File: src/verilog/rits_pkg.sv
package rits_pkg;

  // ------------------------------------------------------------
  // timing
  // ------------------------------------------------------------
  localparam int T_CLOCK_NS = 20;
  localparam int OSC_PER_SYS = 4;
  localparam int T_SYS_NS = OSC_PER_SYS * T_CLOCK_NS;
  // pin must stay low longer than one system cycle
  localparam logic [2:0] RSTPIN_LOW_CLK = 3'(T_SYS_NS / T_CLOCK_NS + 1);
  localparam logic [3:0] SERVICE_CYCLES = 4'hb;

  // ------------------------------------------------------------
  // register map (byte addresses)
  // ------------------------------------------------------------
  localparam logic [11:0] ADDR_COUNT = 12'h000;
  localparam logic [11:0] ADDR_CTRL = 12'h004;
  localparam logic [11:0] ADDR_STAT = 12'h008;

  localparam int CTRL_REQ_BIT = 7;
  localparam int CTRL_MASK_BIT = 6;
  localparam logic [5:0] CTRL_UNUSED = 6'h3f;

  localparam int STAT_MASK_BIT = 0;
  localparam int STAT_EXT_BIT = 1;
  localparam int STAT_PIN_BIT = 2;
  localparam int STAT_BUSY_BIT = 3;
  localparam int STAT_TIRQ_BIT = 4;

  // ------------------------------------------------------------
  // reset values and vectors
  // ------------------------------------------------------------
  localparam logic [7:0] COUNT_RESET = 8'hff;
  localparam logic [6:0] PRESC_RESET = 7'h7f;
  localparam logic [10:0] SP_RESET = 11'h07f;
  localparam logic [10:0] VEC_RESET = 11'h7fe;
  localparam logic [10:0] VEC_SWI = 11'h7fc;
  localparam logic [10:0] VEC_EXT = 11'h7fa;
  localparam logic [10:0] VEC_TIMER = 11'h7f8;

  // ------------------------------------------------------------
  // types
  // ------------------------------------------------------------
  typedef enum logic [1:0] {
    ST_RESET = 2'b00,
    ST_RSTVEC = 2'b01,
    ST_RUN = 2'b11,
    ST_SERVICE = 2'b10
  } rits_state_t;

  typedef struct packed {
    logic boundary;
    logic software_trap_instruction;
    logic mask_set;
    logic mask_clr;
  } rits_cpu_req_t;

  typedef struct packed {
    logic in_reset;
    logic vec_load;
    logic [10:0] vec_addr;
    logic [10:0] stack_init;
    logic mask;
    logic busy;
    logic int_level;
  } rits_seq_out_t;

endpackage

File: src/verilog/rits_sequencer.sv
`timescale 1ns/1ps
// Contract
// - counter wraps from zero to ff and keeps counting down
// - reading the counter never disturbs, pauses or reloads it
// - reset loads prescaler and counter with ones, clears request, sets mask
// - build-time prescaler divides timer input by up to 128
// - internal clock source is gated by the timer pin level
// - system cycle is the oscillator clock divided by four
// - reset comes from power-up, reset pin, or optional low-voltage detect
// - reset pin low only longer than one system cycle resets
// - service stacks state, sets mask, fetches vector in 11 cycles
// - hardware interrupt waits for the instruction boundary
// - masked requests stay latched; none pending means normal fetch
// - external interrupt wins over timer at the same boundary
// - interrupt pin synchronised, request latched on falling edge
// - software trap ignores mask; pending unmasked hardware goes first
// - vectors: trap 7fc, external 7fa, timer 7f8
// - reset sets mask, stack 07f, clears latch, timer values
// - reset release loads program counter from vector 7fe
// - interrupt pin level readable for polling branches
// - counter reaching zero sets request flag bit 7
// - control bit 6 or processor mask blocks the timer interrupt
// - control bits 5 to 0 read as ones
module rits_sequencer #(
  parameter logic [2:0] PRESCALE_LOG2 = 3'd0,
  parameter logic TIMER_SRC_EXT = 1'b0,
  parameter logic LVD_ENABLE = 1'b1
) (
  // clock and reset
  input wire logic i_clock,
  input wire logic i_rst_n,
  // apb slave
  input wire logic i_psel,
  input wire logic i_penable,
  input wire logic i_pwrite,
  input wire logic [11:0] i_paddr,
  input wire logic [31:0] i_pwdata,
  output logic [31:0] o_prdata,
  output logic o_pready,
  output logic o_pslverr,
  // pins
  input wire logic i_reset_pin_n,
  input wire logic i_int_pin_n,
  input wire logic i_timer_pin,
  input wire logic i_low_voltage,
  // cpu core
  input wire rits_pkg::rits_cpu_req_t i_cpu,
  output rits_pkg::rits_seq_out_t o_seq,
  output logic o_sys_tick
);
  import rits_pkg::*;

  // ------------------------------------------------------------
  // reset release and pin synchronisers
  // ------------------------------------------------------------
  logic [1:0] rst_sync_q;
  logic rst_n;
  logic [1:0] rpin_s_q, ipin_s_q, tpin_s_q, lvd_s_q;
  logic ipin_prev_q, tpin_prev_q;

  always_ff @(posedge i_clock or negedge i_rst_n) begin
    if (!i_rst_n) begin
      rst_sync_q <= 2'b00;
    end else begin
      rst_sync_q <= {rst_sync_q[0], 1'b1};
    end
  end
  assign rst_n = rst_sync_q[1];

  always_ff @(posedge i_clock or negedge rst_n) begin
    if (!rst_n) begin
      rpin_s_q <= 2'b11;
      ipin_s_q <= 2'b11;
      tpin_s_q <= 2'b00;
      lvd_s_q <= 2'b00;
      ipin_prev_q <= 1'b1;
      tpin_prev_q <= 1'b0;
    end else begin
      rpin_s_q <= {rpin_s_q[0], i_reset_pin_n};
      ipin_s_q <= {ipin_s_q[0], i_int_pin_n};
      tpin_s_q <= {tpin_s_q[0], i_timer_pin};
      lvd_s_q <= {lvd_s_q[0], i_low_voltage};
      ipin_prev_q <= ipin_s_q[1];
      tpin_prev_q <= tpin_s_q[1];
    end
  end

  wire ipin = ipin_s_q[1];
  wire tpin = tpin_s_q[1];
  wire int_fall = ipin_prev_q & ~ipin;
  wire tpin_rise = tpin & ~tpin_prev_q;

  // ------------------------------------------------------------
  // system cycle divider
  // ------------------------------------------------------------
  logic [1:0] div_q;
  logic sys_ce;

  always_ff @(posedge i_clock or negedge rst_n) begin
    if (!rst_n) begin
      div_q <= 2'd0;
    end else begin
      div_q <= div_q + 2'd1;
    end
  end
  assign sys_ce = (div_q == 2'(OSC_PER_SYS - 1));

  // ------------------------------------------------------------
  // internal reset: pin filter and low-voltage detect
  // ------------------------------------------------------------
  logic [2:0] rlow_q;
  logic sys_rst_q;
  wire rpin_low = ~rpin_s_q[1];
  // rlow_q counts earlier low samples, so the limit-th low sample resets
  wire rpin_long = (rlow_q == RSTPIN_LOW_CLK - 3'd1);
  wire lvd_hit = LVD_ENABLE & lvd_s_q[1];

  always_ff @(posedge i_clock or negedge rst_n) begin
    if (!rst_n) begin
      rlow_q <= 3'd0;
      sys_rst_q <= 1'b1;
    end else begin
      // short glitches restart the count and never reach the limit
      if (!rpin_low) begin
        rlow_q <= 3'd0;
      end else if (!rpin_long) begin
        rlow_q <= rlow_q + 3'd1;
      end
      sys_rst_q <= (rpin_low & rpin_long) | lvd_hit;
    end
  end
  // internal reset holds while the pin stays low or low voltage is detected
  wire sys_rst = sys_rst_q;

  // ------------------------------------------------------------
  // apb decode
  // ------------------------------------------------------------
  logic pready_q;
  wire apb_acc = i_psel & i_penable;
  wire apb_done = apb_acc & pready_q;
  wire hit_count = (i_paddr == ADDR_COUNT);
  wire hit_ctrl = (i_paddr == ADDR_CTRL);
  wire hit_stat = (i_paddr == ADDR_STAT);
  wire hit_any = hit_count | hit_ctrl | hit_stat;
  wire wr_count = apb_done & i_pwrite & hit_count;
  wire wr_ctrl = apb_done & i_pwrite & hit_ctrl;

  // ------------------------------------------------------------
  // timer prescaler and counter
  // ------------------------------------------------------------
  logic [6:0] presc_q;
  logic [7:0] count_q;
  logic treq_q, tmask_q;
  localparam logic [6:0] PRESC_MASK = 7'((8'h01 << PRESCALE_LOG2) - 8'h01);

  // gated internal clock allows pulse-width measurement
  wire tick_int = sys_ce & tpin;
  wire tick_ext = tpin_rise;
  wire tmr_tick = TIMER_SRC_EXT ? tick_ext : tick_int;
  wire presc_wrap = ((presc_q & PRESC_MASK) == 7'h00);
  wire cnt_dec = tmr_tick & presc_wrap;
  wire cnt_zero = cnt_dec & (count_q == 8'h01) & ~wr_count;
  wire treq_clr = wr_ctrl & ~i_pwdata[CTRL_REQ_BIT];

  always_ff @(posedge i_clock or negedge rst_n) begin
    if (!rst_n) begin
      presc_q <= PRESC_RESET;
      count_q <= COUNT_RESET;
      treq_q <= 1'b0;
      tmask_q <= 1'b1;
    end else if (sys_rst) begin
      presc_q <= PRESC_RESET;
      count_q <= COUNT_RESET;
      treq_q <= 1'b0;
      tmask_q <= 1'b1;
    end else begin
      if (tmr_tick) begin
        presc_q <= presc_q - 7'h01;
      end
      if (wr_count) begin
        count_q <= i_pwdata[7:0];
      end else if (cnt_dec) begin
        count_q <= count_q - 8'h01;
      end
      // a new zero crossing wins over a software clear
      if (cnt_zero) begin
        treq_q <= 1'b1;
      end else if (treq_clr) begin
        treq_q <= 1'b0;
      end
      if (wr_ctrl) begin
        tmask_q <= i_pwdata[CTRL_MASK_BIT];
      end
    end
  end

  // ------------------------------------------------------------
  // external interrupt latch and processor mask
  // ------------------------------------------------------------
  logic ext_q, mask_q;
  rits_state_t state_q, state_d;
  logic [3:0] svc_q;
  logic [10:0] vec_q;

  wire timer_irq = treq_q & ~tmask_q;
  wire at_bound = (state_q == ST_RUN) & i_cpu.boundary;
  wire take_ext = at_bound & ~mask_q & ext_q;
  wire take_tmr = at_bound & ~mask_q & ~ext_q & timer_irq;
  wire take_swi = at_bound & i_cpu.software_trap_instruction & ~take_ext & ~take_tmr;
  wire take_any = take_ext | take_tmr | take_swi;
  wire svc_end = (state_q == ST_SERVICE) & sys_ce & (svc_q == 4'd1);

  always_ff @(posedge i_clock or negedge rst_n) begin
    if (!rst_n) begin
      ext_q <= 1'b0;
      mask_q <= 1'b1;
    end else if (sys_rst) begin
      ext_q <= 1'b0;
      mask_q <= 1'b1;
    end else begin
      // masked edges stay latched until serviced
      if (int_fall) begin
        ext_q <= 1'b1;
      end else if (take_ext) begin
        ext_q <= 1'b0;
      end
      if (take_any | i_cpu.mask_set) begin
        mask_q <= 1'b1;
      end else if (i_cpu.mask_clr) begin
        mask_q <= 1'b0;
      end
    end
  end

  // ------------------------------------------------------------
  // sequencer
  // ------------------------------------------------------------
  always_comb begin
    state_d = state_q;
    unique case (state_q)
      ST_RESET: begin
        state_d = ST_RSTVEC;
      end
      ST_RSTVEC: begin
        if (sys_ce) begin
          state_d = ST_RUN;
        end
      end
      ST_RUN: begin
        if (take_any) begin
          state_d = ST_SERVICE;
        end
      end
      ST_SERVICE: begin
        if (svc_end) begin
          state_d = ST_RUN;
        end
      end
    endcase
  end

  always_ff @(posedge i_clock or negedge rst_n) begin
    if (!rst_n) begin
      state_q <= ST_RESET;
      svc_q <= 4'd0;
      vec_q <= VEC_RESET;
    end else if (sys_rst) begin
      state_q <= ST_RESET;
      svc_q <= 4'd0;
      vec_q <= VEC_RESET;
    end else begin
      state_q <= state_d;
      if (take_any) begin
        svc_q <= SERVICE_CYCLES;
        vec_q <= take_ext ? VEC_EXT : (take_tmr ? VEC_TIMER : VEC_SWI);
      end else if (state_q == ST_SERVICE && sys_ce) begin
        svc_q <= svc_q - 4'd1;
      end
    end
  end
  // vector choice above follows the source priority

  // ------------------------------------------------------------
  // registered outputs
  // ------------------------------------------------------------
  wire [7:0] ctrl_rd = {treq_q, tmask_q, CTRL_UNUSED};
  wire [7:0] stat_rd = {3'h0, timer_irq, state_q == ST_SERVICE, ipin,
                        ext_q, mask_q};
  wire [7:0] rd_mux = hit_count ? count_q :
                      (hit_ctrl ? ctrl_rd : (hit_stat ? stat_rd : 8'h00));
  wire vec_pulse = svc_end | ((state_q == ST_RSTVEC) & sys_ce);

  always_ff @(posedge i_clock or negedge rst_n) begin
    if (!rst_n) begin
      pready_q <= 1'b0;
      o_prdata <= 32'h0000_0000;
      o_pslverr <= 1'b0;
      o_seq <= '0;
      o_sys_tick <= 1'b0;
    end else begin
      // one wait state: answer in the second access cycle
      pready_q <= apb_acc & ~pready_q;
      if (apb_acc & ~pready_q) begin
        o_prdata <= {24'h00_0000, i_pwrite ? 8'h00 : rd_mux};
        o_pslverr <= ~hit_any | (i_pwrite & hit_stat);
      end
      o_seq.in_reset <= sys_rst | (state_q == ST_RESET);
      o_seq.vec_load <= vec_pulse & ~sys_rst;
      o_seq.vec_addr <= vec_q;
      o_seq.stack_init <= SP_RESET;
      o_seq.mask <= mask_q;
      o_seq.busy <= (state_q != ST_RUN);
      o_seq.int_level <= ipin;
      o_sys_tick <= sys_ce;
    end
  end
  assign o_pready = pready_q;

  // ------------------------------------------------------------
  // assertions
  // ------------------------------------------------------------
  a_count_wrap: assert property (@(posedge i_clock)
    disable iff (!rst_n)
    (cnt_dec && !wr_count && !sys_rst && count_q == 8'h00)
      |=> count_q == 8'hff)
    else $error("counter did not wrap to ff");

  a_read_no_disturb: assert property (@(posedge i_clock)
    disable iff (!rst_n)
    (apb_done && !i_pwrite && !cnt_dec && !sys_rst) |=> $stable(count_q))
    else $error("read disturbed counter");

  a_reset_values: assert property (@(posedge i_clock)
    disable iff (!rst_n)
    sys_rst |=> (count_q == 8'hff && presc_q == 7'h7f && !treq_q
                 && tmask_q && mask_q && !ext_q))
    else $error("reset values wrong");

  a_sys_divider: assert property (@(posedge i_clock)
    disable iff (!rst_n)
    sys_ce |=> !sys_ce ##1 !sys_ce ##1 !sys_ce ##1 sys_ce)
    else $error("system cycle not four clocks");

  a_pin_filter: assert property (@(posedge i_clock)
    disable iff (!rst_n)
    (!rpin_low ##1 rpin_low [*4] ##1 !rpin_low && !lvd_hit)
      |-> ##1 !sys_rst_q)
    else $error("short reset pulse accepted");

  a_service_len: assert property (@(posedge i_clock)
    disable iff (!rst_n)
    (take_any && !sys_rst) |-> ##[41:48] (state_q == ST_RUN))
    else $error("service length wrong");

  a_ext_first: assert property (@(posedge i_clock)
    disable iff (!rst_n)
    (at_bound && !mask_q && ext_q && !sys_rst) |=> vec_q == VEC_EXT)
    else $error("external not served first");

  a_masked_held: assert property (@(posedge i_clock)
    disable iff (!rst_n)
    (ext_q && mask_q && !sys_rst) |=> ext_q)
    else $error("masked request lost");

  a_timer_flag: assert property (@(posedge i_clock)
    disable iff (!rst_n)
    (cnt_zero && !sys_rst) |=> (treq_q && count_q == 8'h00))
    else $error("timer flag not set at zero");

  a_timer_block: assert property (@(posedge i_clock)
    disable iff (!rst_n)
    (tmask_q || mask_q) |-> !take_tmr)
    else $error("masked timer taken");

  a_ext_edge: assert property (@(posedge i_clock)
    disable iff (!rst_n)
    (int_fall && !sys_rst) |=> ext_q)
    else $error("falling edge not latched");

  a_reset_vector: assert property (@(posedge i_clock)
    disable iff (!rst_n)
    (state_q == ST_RSTVEC && sys_ce && !sys_rst)
      |=> (o_seq.vec_load && o_seq.vec_addr == VEC_RESET))
    else $error("reset vector not fetched");

endmodule
File: config.mk
export PLATFORM = sky130hd
export DESIGN_NAME = rits_sequencer
export DESIGN_NICKNAME = d
export VERILOG_FILES = /design/src/verilog/rits_pkg.sv /design/src/verilog/rits_sequencer.sv
export SDC_FILE = /design/constraint.sdc
export NUM_CORES = 1
export LEC_CHECK = 0
export ABC_CLOCK_PERIOD_IN_PS = 2000
export CAP_MARGIN = 10
export CORE_ASPECT_RATIO = 1.75
export CORE_MARGIN = 8
export CORE_UTILIZATION = 35
export DETAILED_ROUTE_END_ITERATION = 8
export DONT_BUFFER_PORTS = 1
export PLACE_DENSITY = 0.5
export SYNTH_ARGS = -nofsm -noshare
export SYNTH_HDL_FRONTEND = slang
export SYNTH_SLANG_ARGS = --single-unit
File: constraint.sdc
create_clock -name i_clock -period 2 [get_ports i_clock]
set_input_delay 0.4 -clock i_clock [delete_from_list [all_inputs] [get_ports i_clock]]
set_output_delay 0.4 -clock i_clock [all_outputs]
set_load 0.02 [all_outputs]
# Word level (Yosys, flattened, before mapping)
# Cells that the tools add are included.
[totals] register_bits=74 output_inout_bits=62 word_cells=136
[classes] n_addsub=4 n_bitwise=47 n_reduce_logical=11 mux=32 eq_ne=14
[ops] op="$mux W8" count=6
[ops] op="$and A1 B1 Y1" count=26
[ops] op="$mux W11" count=2
[ops] op="$reduce_bool A3 Y1" count=5
[ops] op="$eq A12 B3 Y1 const B" count=1
[ops] op="$eq A12 B4 Y1 const B" count=1
[ops] op="$logic_not A12 Y1" count=1
[ops] op="$mux W3" count=4
[ops] op="$mux W4" count=3
[ops] op="$not A1 Y1" count=12
[ops] op="$mux W1" count=11
[ops] op="$ne A3 B3 Y1 const B" count=3
[ops] op="$or A1 B1 Y1" count=9
[ops] op="$eq A8 B1 Y1 const B" count=1
[ops] op="$mux W2" count=4
[ops] op="$pmux W2 S4" count=1
[ops] op="$sub A8 B1 Y8 const B" count=1
[ops] op="$eq A2 B2 Y1 const B" count=3
[ops] op="$mux W5" count=1
[ops] op="$eq A4 B1 Y1 const B" count=1
[ops] op="$ne A2 B2 Y1 const B" count=2
[ops] op="$reduce_bool A2 Y1" count=2
[ops] op="$sub A4 B1 Y4 const B" count=1
[ops] op="$add A3 B1 Y3 const B" count=1
[ops] op="other kinds (6)" count=6

# Depth between registers and ports, before layout
[logic_depth] word_depth=11 depth_mapped=6 ltp_nobuf=6

# Worst setup path before layout
# OpenSTA, ideal clock, no wires.
[synth_path] path_kind="reg2reg" from="reg div_q[0]" to="reg treq_q" setup_ps=101 arrival_ps=1503 stages_incl_launch_ff=5 t_required_ps=1899 setup_slack_ps=396 period_less_slack_ps=1604 path_cell_list="dfrtp_1 > ha_1 > nand4bb_1 > or4b_1 > o32ai_1"
[synth_via] elab_chain_len=6 word_cells_on_any_way=7 cone_classes="eq/ne (1); mux (2); bitwise (3); reduce/logical (1)"
[synth_rtl] element="from (decl)" line="rits_sequencer.sv:96" text="logic [1:0] div_q;"
[synth_rtl] element="from (signal assigned)" line="rits_sequencer.sv:103" text="div_q <= div_q + 2'd1;"
[synth_rtl] element="$eq A2 B2 Y1 *" line="rits_sequencer.sv:106" text="assign sys_ce = (div_q == 2'(OSC_PER_SYS - 1));"
[synth_rtl] element="via sys_ce" line="rits_sequencer.sv:97" text="logic sys_ce;"
[synth_rtl] element="$and A1 B1 Y1 *" line="rits_sequencer.sv:157" text="wire tick_int = sys_ce & tpin;"
[synth_rtl] element="$and A1 B1 Y1 * (2 in series)" line="rits_sequencer.sv:162" text="wire cnt_zero = cnt_dec & (count_q == 8'h01) & ~wr_count;"
[synth_rtl] element="$mux W1" line="rits_sequencer.sv:186" text="if (cnt_zero) begin"
[synth_rtl] element="$mux W1" line="rits_sequencer.sv:171" text="end else if (sys_rst) begin"
[synth_rtl] element="to (signal assigned)" line="rits_sequencer.sv:174" text="treq_q <= 1'b0;"
[synth_rtl] element="to (signal assigned)" line="rits_sequencer.sv:187" text="treq_q <= 1'b1;"
[synth_rtl] element="to (signal assigned)" line="rits_sequencer.sv:189" text="treq_q <= 1'b0;"
[synth_rtl] element="to (decl)" line="rits_sequencer.sv:153" text="logic treq_q, tmask_q;"
# Mark *: on every way through the listed nets, which the timed path passes. The rest lies on a longest branch.
# A chain may end at the register's enable or synchronous reset.

# Final worst setup path
# Ends and elaborated chain as after synthesis.

==> impl_results.md <==
- Ports: 119
- CTS tree: yes
- Pwr Total: 2.297 mW
- Dpl hpwl: 4567 um
- Setup slack, reg-to-reg: 0.35 ns
- P&R area growth vs syn: 3.502%
- Max Fanout on Critical Path: 5
- Hold path cells: 0
- Most common cell in the netlist: buf_4
- Clock net sink count: 56
- Async S/R FF share, synth: 100.0%
- Minimum clock period: 1.652 ns
- Worst reg-to-reg path cell count: 4
- Core area: 7801 um^2
- Worst Setup Start Kind: flop
- Synthesis Warnings: 0
- Reg2reg end: treq_q$_DFFE_PN0P_
- Initial Util: 35.27%
- WS Path Type: flop to flop
- Router iterations before antenna repair: 4
- Avg Cell Area, Syn: 10.34 um^2
- Total Wirelength: 5890 um
- Final Wtd Congestion: 0.7227
- Wirelength per Cell: 16.73 um
- Die Wd: 83.02 um
- Slew @ Worst Pin: 0.6847 ns
- Post-synthesis sequential area ratio: 51.75%
- Final Util: 36.50%
- Dpl cell area: 2686 um^2
- Design area: 2848 um^2
- DR vias: 1751
- Result of the run: completed
- Synth Instances: 266
- Layout fillers: 799
- CTS max path bufs: 2
- Critical-path top delay cell: or4b_1
- MaxCap Viol Count: 0
- Die area: 11070 um^2
- Nets: 325
- Critical R2R Launch: div_q[0]$_DFF_PN0_
- Hold path start: i_int_pin_n
- Starting DRC count in detailed routing: 89
- Max Clock Freq: 605.3 MHz
- Crit-path leading delay family: simple AND/OR/NAND/NOR gates
- Largest net degree at the start of global routing: 55
- Worst Hold End: ipin_s_q[0]$_DFF_PN1_
- Layout cells sized above 1: 15.27%
- Total gr overflow: 0
- Vias in the first global route: 1921
- Setup TNS: 0 ns
- Post-synth cell types: 45
- Final setup fails: 0
- Endpoint class of the critical path: flop
- All-layer global routing usage: 10.83%
- CTS clk-pin slew, worst paths: 0.08 ns
- Peak VDD IR: 0.4150 mV
- FP Rows: 43
- TritonCTS buffer count: 5
- Clk Latency, worst-skew pair: 0.30 ns
- Synth top area share: 34.56%
- Avg Vias per Cell: 4.974
- First-pass GRT wire length: 9570 um
- Yosys reg bits: 56
- DRT antenna net count: 0
- Skew final: 0.007312 ns
- Crit path DAT: 1.86 ns
- Hold crit path type: input pin to flop
- Die H: 133.3 um
- H-tree levels: 2
- Worst-path cell chain: ha_1 > nand4bb_1 > or4b_1 > o32ai_1
- Fin crit share: 82.61%
- Slew Viols, Final: 0
- Pleak: 1.219 nW
- Cell taking the most area after synthesis: dfrtp_1
- EDFF count, synth: 0
- Max-slew headroom: 54.35%
- Initial antenna violation count: 0
- Root Driver: clkbuf_16
- Antenna Cells: 0
- Crit path required time: 2.21 ns
- Most used DFF post-synth: dfrtp_1
- IO Port Bufs: 0
- PwrDens: 806.6 nW/um^2
- Post-synth top cells: buf_4 (43), dfrtp_1 (38), nor2_1 (25)
- Synth top area cells: dfrtp_1 (35%), dfstp_2 (17%), buf_4 (12%)
- Cell area after synthesis: 2751 um^2
- CP peak stage delay: 0.57 ns
- DRC Markers: 0
- RSZ-0062 raised after global routing: false
- Final hold vios: 0
- Buf+Inv Stages, Crit Path: 0
-- power by group --
| part | leakage [nW] | internal (mW) | switching [mW] |
|---|---|---|---|
| clock network | 0.0744 | 0.474 | 0.424 |
| registers | 0.658 | 1.18 | 0.0449 |
| logic | 0.486 | 0.0408 | 0.137 |
| total | 1.22 | 1.69 | 0.606 |
-- state kept, by name, indices dropped and copies added (netlist names), 3 cells and up --
| register | count |
|---|---|
| count_q | 8 |
| o_prdata | 8 |
| rlow_q | 3 |
| svc_q | 4 |
| o_seq | 8 |
-- area by class of cell --
type / instances / area (um^2) / share of cell area, %
repair buffers: 6 / 60.06 / 2.109
inverters: 14 / 52.55 / 1.845
clock buffers: 5 / 125.1 / 4.394
clock inverters: 3 / 26.28 / 0.9227
well taps: 90 / 112.6 / 3.954
multi-input cells: 178 / 1045 / 36.69
flip-flops and latches: 56 / 1426 / 50.09
-- worst reg2reg max path, delay by kind of cell (launching register included) --
| family | cells | cell delay [ns] |
|---|---|---|
| AO/OA/AOI/OAI | 1 | 0.23 |
| AND/OR/NAND/NOR | 2 | 0.81 |
| adder cells (fa/ha/maj) | 1 | 0.18 |
| flip-flops | 1 | 0.35 |
-- metal layers --
metal | up-vias | share of wire, % | global-route usage (%)
li1 | 822 | - | -
met1 | 847 | 35 | 10.01
met2 | 72 | 55 | 19.58
met3 | 10 | 7.2 | 3.912
met4 | 0 | 3.2 | 6.582
met5 | - | 0 | 0
-- through the flow --
step           setup slack, ns  std cells  hold slack, ns
2_1_floorplan           0.3570        295          0.1044
3_3_place_gp            0.3032        343          0.1045
3_5_place_dp            0.2523        343          0.1045
4_1_cts                 0.3498        352         0.07988
5_1_grt                 0.2423        352         0.07225
6_report                0.3478        352         0.08770
-- layout by cell type, fill, tap and decap left out, types with 3 or more instances in the layout --
| master | synthesis | final |
|---|---|---|
| dfrtp_1 | 38 | 36 |
| conb_1 | 2 | 31 |
| nor2_1 | 25 | 25 |
| nand2_1 | 20 | 20 |
| dfstp_2 | 18 | 18 |
| inv_1 | 14 | 14 |
| nor3_1 | 10 | 10 |
| o21ai_0 | 9 | 9 |
| xnor2_1 | 9 | 9 |
| a21oi_1 | 8 | 8 |
| ha_1 | 7 | 7 |
| nor4_1 | 6 | 6 |
| mux2i_1 | 5 | 5 |
| nand3_1 | 5 | 5 |
| o31ai_1 | 5 | 5 |
| clkbuf_16 | 0 | 5 |
| a22oi_1 | 4 | 4 |
| buf_4 | 43 | 4 |
| a211oi_1 | 3 | 3 |
-- worst max-delay path by stage --
stage / startpoint / endpoint / slack, ns / cells past startpoint
2_1_floorplan: rst_sync_q[1]$_DFF_PN0_ / div_q[0]$_DFF_PN0_ / 0.36 / 0
3_3_place_gp: i_paddr[11] / o_prdata[2]$_DFFE_PN0P_ / 0.30 / 5
3_5_place_dp: i_paddr[11] / count_q[6]$_DFFE_PN1P_ / 0.25 / 4
4_1_cts: div_q[0]$_DFF_PN0_ / treq_q$_DFFE_PN0P_ / 0.35 / 4
5_1_grt: div_q[0]$_DFF_PN0_ / treq_q$_DFFE_PN0P_ / 0.24 / 4
6_report: div_q[0]$_DFF_PN0_ / treq_q$_DFFE_PN0P_ / 0.35 / 4
-- repair_timing --
| action | CTS | global route |
|---|---|---|
| setup buffers | 0 | 0 |
| hold endpoints to repair | 2 | 0 |
| hold buffers | 1 | 0 |
| gates resized for setup | 0 | 0 |
-- cells by family (layout without fill, tap and decap cells) --
kind of cell | Yosys count | in the layout | share of synthesized area (%)
AND/OR/NAND/NOR | 87 | 87 | 16.64
flip-flops | 56 | 56 | 51.75
multiplexers | 5 | 5 | 1.819
adder cells (fa/ha/maj) | 7 | 7 | 3.183
XOR/XNOR | 10 | 10 | 3.183
other | 2 | 31 | 0.2730
buffers and inverters | 61 | 28 | 14.23
AO/OA/AOI/OAI | 38 | 38 | 8.914
Power figures use the tool's default switching activity.
